**config.mk**
```make
export PLATFORM = sky130hd
export DESIGN_NAME = ejc_top
export DESIGN_NICKNAME = d
export VERILOG_FILES = /design/src/ejc_pkg.sv /design/src/ejc_ja_if.sv /design/src/ejc_ja_fifo.sv /design/src/ejc_top.sv
export SDC_FILE = /design/constraint.sdc
export NUM_CORES = 1
export LEC_CHECK = 0
export ABC_AREA = 1
export BUFFER_PORTS_ARGS = -buffer_cell sky130_fd_sc_hd__buf_2
export CAP_MARGIN = 20
export CELL_PAD_IN_SITES_DETAIL_PLACEMENT = 1
export CELL_PAD_IN_SITES_GLOBAL_PLACEMENT = 1
export CORE_ASPECT_RATIO = 0.9
export CORE_UTILIZATION = 40
export CTS_CLUSTER_SIZE = 10
export DETAILED_ROUTE_END_ITERATION = 10
export PLACE_DENSITY_LB_ADDON = 0.1
export SLEW_MARGIN = 20
export SYNTH_ARGS = -nofsm -noshare
export SYNTH_HDL_FRONTEND = slang
export SYNTH_SLANG_ARGS = --single-unit
```
**constraint.sdc**
```tcl
create_clock -name clk -period 3.8 [get_ports clk]
set_input_delay 0.76 -clock clk [delete_from_list [all_inputs] [get_ports clk]]
set_output_delay 0.76 -clock clk [all_outputs]
set_load 0.02 [all_outputs]
```
**src/ejc_pkg.sv**
```systemverilog
// Constants shared by the E1 access and jitter control block.
// Assumes a 50 MHz clock and the 5-bit paged register port of the device.
package ejc_pkg;
  // ==========================================================
  // Register map (page 02h)
  localparam logic [7:0] EJC_PAGE_CTRL = 8'h02;
  localparam logic [4:0] EJC_ADDR_ACCESS = 5'h13;
  localparam logic [4:0] EJC_ADDR_JA = 5'h18;
  localparam logic [7:0] EJC_ACCESS_RST = 8'h00;
  localparam logic [7:0] EJC_JA_RST = 8'h00;
  localparam logic [7:0] EJC_ACCESS_MASK = 8'h07;
  localparam logic [7:0] EJC_JA_MASK = 8'hFE;
  // ==========================================================
  // Field positions
  localparam int EJC_B_LOSSSEL = 2;
  localparam int EJC_B_SEQSEL = 1;
  localparam int EJC_B_FPFMT = 0;
  localparam int EJC_B_JAEN = 7;
  localparam int EJC_B_JAPATH = 6;
  localparam int EJC_B_JACTR = 5;
  localparam int EJC_B_DEPTH_LO = 2;
  localparam int EJC_B_JACLR = 1;
  // ==========================================================
  // Attenuator and sequence figures
  localparam logic [7:0] EJC_DEPTH_UNIT = 8'h10;
  localparam int EJC_FIFO_WORDS = 128;
  localparam logic [14:0] EJC_PRBS_SEED = 15'h7FFF;
  localparam int EJC_CLK_NS = 20;
  localparam int EJC_CENTRE_NS = 320;
  localparam int EJC_CENTRE_CYC = (EJC_CENTRE_NS + EJC_CLK_NS - 1) / EJC_CLK_NS;
  localparam logic [4:0] EJC_CENTRE_CNT = EJC_CENTRE_CYC[4:0];
endpackage

```
**src/ejc_ja_if.sv**
```systemverilog
// Carrier between the control registers and the attenuator FIFO.
// Assumes both ends share clk and rst_n.
`timescale 1ns/1ns
interface ejc_ja_if;
  logic enable;
  logic [2:0] depth;
  logic clear;
  logic recentre;
  logic empty;
  logic full;
  logic centring;
  logic [7:0] level;
  modport ctrl (output enable, output depth, output clear, output recentre,
                input empty, input full, input centring, input level);
  modport fifo (input enable, input depth, input clear, input recentre,
                output empty, output full, output centring, output level);
endinterface

```
**src/ejc_ja_fifo.sv**
```systemverilog
// Jitter attenuator bit FIFO with programmable depth, clear and re-centring.
// Assumes one write and one read strobe per bit from the line timing.
`timescale 1ns/1ns
module ejc_ja_fifo
  import ejc_pkg::*;
(
  input wire logic clk,
  input wire logic rst_n,
  ejc_ja_if.fifo ja,
  input wire logic wr_valid,
  input wire logic wr_bit,
  input wire logic rd_valid,
  output logic rd_bit_q
);
  // ==========================================================
  // Storage and pointers
  logic mem [EJC_FIFO_WORDS];
  logic [6:0] wp_q, rp_q;
  logic [7:0] cnt_q, cnt_d, limit, half;
  logic [4:0] ctr_q;
  logic do_wr, do_rd;

  // Depth code 0..7 maps to 16..128 words
  assign limit = ({5'h00, ja.depth} + 8'h01) * EJC_DEPTH_UNIT;
  assign half = {1'b0, limit[7:1]};
  assign do_wr = wr_valid && ja.enable && (cnt_q < limit) && !ja.clear;
  assign do_rd = rd_valid && ja.enable && (cnt_q != 8'h00) && !ja.clear;
  assign cnt_d = cnt_q + {7'h00, do_wr} - {7'h00, do_rd};
  assign ja.empty = (cnt_q == 8'h00);
  assign ja.full = (cnt_q >= limit);
  assign ja.level = cnt_q;
  assign ja.centring = (ctr_q != 5'h00);

  // Data words are never erased; only pointers move
  always_ff @(posedge clk) begin
    if (do_wr) begin
      mem[wp_q] <= wr_bit;
    end
  end

  // Pointer control; clear wins, then re-centre, then traffic
  always_ff @(posedge clk or negedge rst_n) begin
    if (!rst_n) begin
      wp_q <= 7'h00;
      rp_q <= 7'h00;
      cnt_q <= 8'h00;
      rd_bit_q <= 1'b0;
    end else if (ja.clear) begin
      wp_q <= 7'h00;
      rp_q <= 7'h00;
      cnt_q <= 8'h00;
    end else if (ja.recentre) begin
      rp_q <= wp_q - half[6:0];
      cnt_q <= half;
    end else begin
      if (do_wr) begin
        wp_q <= wp_q + 7'h01;
      end
      if (do_rd) begin
        rp_q <= rp_q + 7'h01;
        rd_bit_q <= mem[rp_q];
      end
      cnt_q <= cnt_d;
    end
  end

  // Faster response window after a re-centre
  always_ff @(posedge clk or negedge rst_n) begin
    if (!rst_n) begin
      ctr_q <= 5'h00;
    end else if (ja.recentre) begin
      ctr_q <= EJC_CENTRE_CNT;
    end else if (ctr_q != 5'h00) begin
      ctr_q <= ctr_q - 5'h01;
    end
  end
endmodule

```
**src/ejc_top.sv**
```systemverilog
// Access control and jitter attenuator control words of the E1 framer.
// Assumes a synchronous paged register port and status inputs in the clk domain.
`timescale 1ns/1ns
//
// Contract
// - Select one: loss output follows signal loss
// - Select zero: loss or frame loss
// - Sequence select one: A-law milliwatt pattern
// - Sequence select zero: 2^15-1 PRBS pattern
// - Writing sequence select one resets PRBS
// - Format bit picks GCI or ST-BUS pulse
// - Enable bit inserts or disables attenuator
// - Path bit: one transmit, zero receive
// - Centre toggle re-centres read pointer, faster response
module ejc_top
  import ejc_pkg::*;
(
  input wire logic clk,
  input wire logic rst_n,
  input wire logic [7:0] reg_page,
  input wire logic [4:0] reg_addr,
  input wire logic reg_wr,
  input wire logic reg_rd,
  input wire logic [7:0] reg_wdata,
  output logic [7:0] reg_rdata_q,
  input wire logic signal_loss_flag,
  input wire logic frame_sync,
  output logic loss_indicator_output_q,
  output logic frame_pulse_format_q,
  input wire logic seq_step,
  input wire logic tx_slot_test_enable,
  input wire logic rx_slot_test_enable,
  input wire logic [7:0] tx_pcm,
  input wire logic [7:0] rx_pcm,
  output logic [7:0] tx_pcm_q,
  output logic [7:0] rx_pcm_q,
  output logic ja_on_tx_q,
  output logic ja_on_rx_q,
  input wire logic ja_wr_valid,
  input wire logic ja_wr_bit,
  input wire logic ja_rd_valid,
  output logic ja_rd_bit_q,
  output logic ja_empty_q,
  output logic ja_centring_q
);
  // ==========================================================
  // Register decode
  logic [7:0] acc_q, ja_q, acc_d, ja_d;
  logic sel_acc, sel_ja, wr_acc, wr_ja, ctr_pulse_q;
  logic [7:0] rd_mux;
  ejc_ja_if jif ();

  function automatic logic hit(input logic [7:0] pg, input logic [4:0] ad,
                               input logic [4:0] want);
    hit = (pg == EJC_PAGE_CTRL) && (ad == want);
  endfunction

  assign sel_acc = hit(reg_page, reg_addr, EJC_ADDR_ACCESS);
  assign sel_ja = hit(reg_page, reg_addr, EJC_ADDR_JA);
  assign wr_acc = reg_wr && sel_acc;
  assign wr_ja = reg_wr && sel_ja;
  assign acc_d = wr_acc ? (reg_wdata & EJC_ACCESS_MASK) : acc_q;
  assign ja_d = wr_ja ? (reg_wdata & EJC_JA_MASK) : ja_q;
  // Unmapped addresses read zero
  assign rd_mux = sel_acc ? acc_q : (sel_ja ? ja_q : 8'h00);

  // Control words
  always_ff @(posedge clk or negedge rst_n) begin
    if (!rst_n) begin
      acc_q <= EJC_ACCESS_RST;
      ja_q <= EJC_JA_RST;
    end else begin
      acc_q <= acc_d;
      ja_q <= ja_d;
    end
  end

  // Read data, registered
  always_ff @(posedge clk or negedge rst_n) begin
    if (!rst_n) begin
      reg_rdata_q <= 8'h00;
    end else if (reg_rd) begin
      reg_rdata_q <= rd_mux;
    end
  end

  // ==========================================================
  // Loss indicator and frame pulse format
  logic loss_d;
  assign loss_d = acc_q[EJC_B_LOSSSEL] ? signal_loss_flag
                : (signal_loss_flag || !frame_sync);

  always_ff @(posedge clk or negedge rst_n) begin
    if (!rst_n) begin
      loss_indicator_output_q <= 1'b0;
      frame_pulse_format_q <= 1'b0;
    end else begin
      loss_indicator_output_q <= loss_d;
      frame_pulse_format_q <= acc_q[EJC_B_FPFMT];
    end
  end

  // ==========================================================
  // Test sequences
  logic [14:0] lfsr_q;
  logic [2:0] mw_idx_q;
  logic [7:0] prbs_byte, mw_byte, pattern;
  logic prbs_reset;

  // Eight steps of x^15 + x^14 + 1 per byte slot
  function automatic logic [22:0] prbs8(input logic [14:0] s);
    logic [14:0] t;
    logic [7:0] b;
    t = s;
    b = 8'h00;
    for (int i = 0; i < 8; i++) begin
      b = {b[6:0], t[14]};
      t = {t[13:0], t[14] ^ t[13]};
    end
    prbs8 = {t, b};
  endfunction

  // A-law digital milliwatt, eight-byte cycle
  function automatic logic [7:0] mw_lut(input logic [2:0] i);
    case (i)
      3'h0, 3'h3: mw_lut = 8'h34;
      3'h1, 3'h2: mw_lut = 8'h21;
      3'h4, 3'h7: mw_lut = 8'hB4;
      3'h5, 3'h6: mw_lut = 8'hA1;
      default: mw_lut = 8'h00;
    endcase
  endfunction

  logic [22:0] prbs_nx;
  assign prbs_nx = prbs8(lfsr_q);
  assign prbs_byte = prbs_nx[7:0];
  assign mw_byte = mw_lut(mw_idx_q);
  assign prbs_reset = wr_acc && reg_wdata[EJC_B_SEQSEL];
  assign pattern = acc_q[EJC_B_SEQSEL] ? mw_byte : prbs_byte;

  // Generator state; a reset write beats a step in the same cycle
  always_ff @(posedge clk or negedge rst_n) begin
    if (!rst_n) begin
      lfsr_q <= EJC_PRBS_SEED;
      mw_idx_q <= 3'h0;
    end else if (prbs_reset) begin
      lfsr_q <= EJC_PRBS_SEED;
      mw_idx_q <= 3'h0;
    end else if (seq_step) begin
      lfsr_q <= prbs_nx[22:8];
      mw_idx_q <= mw_idx_q + 3'h1;
    end
  end

  // Per-slot substitution on both directions
  always_ff @(posedge clk or negedge rst_n) begin
    if (!rst_n) begin
      tx_pcm_q <= 8'h00;
      rx_pcm_q <= 8'h00;
    end else begin
      tx_pcm_q <= tx_slot_test_enable ? pattern : tx_pcm;
      rx_pcm_q <= rx_slot_test_enable ? pattern : rx_pcm;
    end
  end

  // ==========================================================
  // Jitter attenuator control
  assign jif.enable = ja_q[EJC_B_JAEN];
  assign jif.depth = ja_q[EJC_B_DEPTH_LO +: 3];
  assign jif.clear = ja_q[EJC_B_JACLR];
  assign jif.recentre = ctr_pulse_q;

  // Any write that flips the centre bit pulses a re-centre once, whether or not it sets clear
  always_ff @(posedge clk or negedge rst_n) begin
    if (!rst_n) begin
      ctr_pulse_q <= 1'b0;
      ja_on_tx_q <= 1'b0;
      ja_on_rx_q <= 1'b0;
      ja_empty_q <= 1'b1;
      ja_centring_q <= 1'b0;
    end else begin
      ctr_pulse_q <= wr_ja && (reg_wdata[EJC_B_JACTR] != ja_q[EJC_B_JACTR]);
      ja_on_tx_q <= ja_q[EJC_B_JAEN] && ja_q[EJC_B_JAPATH];
      ja_on_rx_q <= ja_q[EJC_B_JAEN] && !ja_q[EJC_B_JAPATH];
      ja_empty_q <= jif.empty;
      ja_centring_q <= jif.centring;
    end
  end

  ejc_ja_fifo u_fifo (
    .clk(clk),
    .rst_n(rst_n),
    .ja(jif.fifo),
    .wr_valid(ja_wr_valid),
    .wr_bit(ja_wr_bit),
    .rd_valid(ja_rd_valid),
    .rd_bit_q(ja_rd_bit_q)
  );
endmodule

```
==> flow_summary.yaml <==
placement:
  port_buffers: 79
  gp_congestion: 0.758
  post-place-cells: 1486
  dp_hpwl_mm: 17.7
timing:
  fin_tns_setup_ns: 0
  maxSlewHeadroom_pct: 43.3
  finalSetupViolations: 0
  fin_skew_ns: 0.0105
  tightest_slew_ns: 0.849
  max_freq_mhz: 298
  rsz0062_at_grt: "false"
  fin_crit_sh_pct: 88.2
  finalCriticalPeriod_ns: 3.35
  finalMaxSlewViolations: 0
  hold_viol: 0
grt:
  grt_pass1_vias: 8327
  grt_antenna_before_repair: 1
  grt_overflow: 0
  grt_first_pass_wirelength_mm: 45.2
  grt_max_degree: 74
  grt_usage_pct: 22.3
clock_tree:
  numCtsBuffers: 26
  post_cts_buffers: 0
  clkSinkCount: 215
  cts_htree_levels: 1
  cts_hold_buffers: 0
  cts_tree: "yes"
  insertion_delay_ns: 0.52
  clk_pin_slew_ns: 0.06
  cts-root-buf: "clkbuf_16"
  post_cts_resize_count: 0
  clockBufferDepth: 3
logic_synthesis:
  synth_top_area_share_pct: 37.6
  synth_edf_count: 128
  synth_commonest_cells: "287 x nand2_1, 174 x nor2_1, 128 x edfxtp_1, 124 x nand3_1, 75 x inv_1"
  yosysTopAreaCell: "edfxtp_1"
  netlist_instances: 1100
  synth-seq-cells: 215
  synth_nets: 1172
  synth_area_leaders: "edfxtp_1 38%, dfrtp_1 17%, nand2_1 11%, nor2_1 6.4%, nand3_1 6.1%"
  avgSynthCellArea_um2: 9.31
  synth.distinct_cells: 43
  synth-seq-area-share_pct: 59.0
  ys_async_sr_fraction_pct: 40.5
  yosysMostFrequentCell: "nand2_1"
  netlist_area_um2: 10200
  ys.flop_type: "edfxtp_1"
  ys_warn_count: 0
setup_path:
  crit_type: "reg -> reg"
  critPathMaxFanout: 5
  slowest_stage: "dfrtp_1"
  critPathBufInv: 4
  start_kind: "register"
  max_stage_delay_ns: 0.43
  crit_path_end_kind: "register"
  cp.arrival_ns: 3.74
  ff2ff_setup_slack_ns: 0.45
  required_ns: 4.19
  crit_family: "adder cells"
  path_cells: "ha_1 > inv_1 > ha_1 > o21ai_0 > nand2_1 > o211ai_2 > nand2_1 > inv_2 > nand2_4 > inv_1 > ha_1 > fa_1 > nand2_1 > inv_1 > nor2_1 > nor2_1 > o21ai_0 > nand2_1 > a21oi_1 > a21oi_1 > o21ai_0 > o21ai_0"
routing:
  route.detailed.drc: 0
  drt-total-wl_mm: 28.0
  post_drt_wl_per_cell_um: 18.3
  drt_first_pass_iters: 5
  drt_iter0_drc: 505
  detail_route.vias_per_cell: 5.16
  antenna_left: 0
  num_vias: 7904
job:
  drv_cap: 0
power:
  power.internal_uw: 4240
  seqPwrFrac_pct: 48.9
  p_sw_uw: 1350
  p_comb_share_pct: 9.4
  power_frac_clock_pct: 41.7
  p_per_area_nw_per_um2: 478
  ir_drop_uv: 281
  switching_share_pct: 24.1
  power_leakage_uw: 0.00467
layout:
  final_nets: 1244
  syn_to_final_growth_pct: 14.4
  final_cells: 1533
  antenna_cells: 0
  layout-drive-gt1-share_pct: 12.8
die:
  die_w_um: 171
  die_h_um: 154
  die_area_um2: 26200
  initial_core_util_pct: 40.8
  io_pins: 80
  core_um2: 25100
  std_cell_rows: 55
hold_path:
  hold_path_class: "in -> async"
status:
  run_status: "complete, no violations"
kinds of logic (layout without fill, tap and decap cells):
| kind of cell | after synthesis | after routing | synth area share (%) |
|---|---|---|---|
| AO/OA/AOI/OAI | 115 | 115 | 6.54 |
| XOR/XNOR | 11 | 11 | 0.941 |
| adder cells (fa/ha/maj) | 23 | 23 | 2.96 |
| buffers and inverters | 126 | 217 | 5.34 |
| flip-flops | 215 | 215 | 59.0 |
| AND/OR/NAND/NOR | 610 | 610 | 25.2 |
state kept, by name, indices dropped and copies added, names as in the netlist, 3 cells and up:
signal	flops
lfsr_q	15
u_fifo.ja.level	8
ja_q	7
acc_q	3
u_fifo.ctr_q	5
reg_rdata_q	8
mw_idx_q	3
tx_pcm_q	8
u_fifo.mem	128
u_fifo.rp_q	7
u_fifo.wp_q	7
rx_pcm_q	8
final timing paths:
check,from,endpoint,depth (start not counted)
worst max-delay path,ja_q[2]$_DFFE_PN0P_,u_fifo.ja.level[6]$_DFF_PN0_,22
worst min-delay path,rst_n,mw_idx_q[1]$_DFFE_PN0P_,1
worst max register to register,ja_q[2]$_DFFE_PN0P_,u_fifo.ja.level[6]$_DFF_PN0_,22
worst min register to register,acc_q[0]$_DFFE_PN0P_,frame_pulse_format_q$_DFF_PN0_,0
max in group asynchronous,rst_n,ja_empty_q$_DFF_PN1_,2
min in group clk,acc_q[0]$_DFFE_PN0P_,frame_pulse_format_q$_DFF_PN0_,0
power by group through the flow:
stage	clock network (uW)	registers, uW	logic (uW)
floorplan	0	2810	276
global placement	0	2770	520
detailed placement	0	2780	532
CTS	2380	2740	537
global route	2460	2750	602
finish	2330	2740	526
through the flow:
step	instance area [um2]	hold slack [ns]	setup WS (ns)	total power, uW	util, %
3_3_place_gp	10900	0.380	0.530	3290	43.5
2_1_floorplan	10200	0.354	0.791	3090	-
3_5_place_dp	10900	0.375	0.436	3310	43.5
5_1_grt	11700	0.296	0.0327	5810	46.6
6_report	11700	0.251	0.449	5590	46.6
4_1_cts	11700	0.283	0.399	5650	46.6
cell usage in the layout (no fill, tap or decap), drive strengths merged, types with 3 or more instances in the layout:
| cell | n |
|---|---|
| a21oi | 29 |
| a22oi | 4 |
| a31oi | 4 |
| buf | 91 |
| clkbuf | 46 |
| clkinv | 3 |
| dfrtp | 71 |
| dfstp | 16 |
| edfxtp | 128 |
| ha | 21 |
| inv | 76 |
| nand2 | 289 |
| nand3 | 130 |
| nand4 | 4 |
| nor2 | 176 |
| nor4 | 4 |
| o211ai | 5 |
| o21ai | 47 |
| o22ai | 6 |
| o31ai | 13 |
| xor2 | 9 |
metal layers:
layer  part of all wire, %  track usage (%)
met1                    46             30.0
met3                   3.4             3.11
met4                   2.0             5.06
met2                    48             37.9
met5                 0.036                0
cell type report:
cell class                      count  area (um2)
Sequential cell                   215        6040
Tap cell                          342         428
Fill cell                        2912       13400
Timing Repair Buffer               91         503
Inverter                           79         297
Multi-Input combinational cell    759        3650
Clock inverter                      1        30.0
Clock buffer                       46         757
No activity file was read; power rests on OpenSTA's default activity.
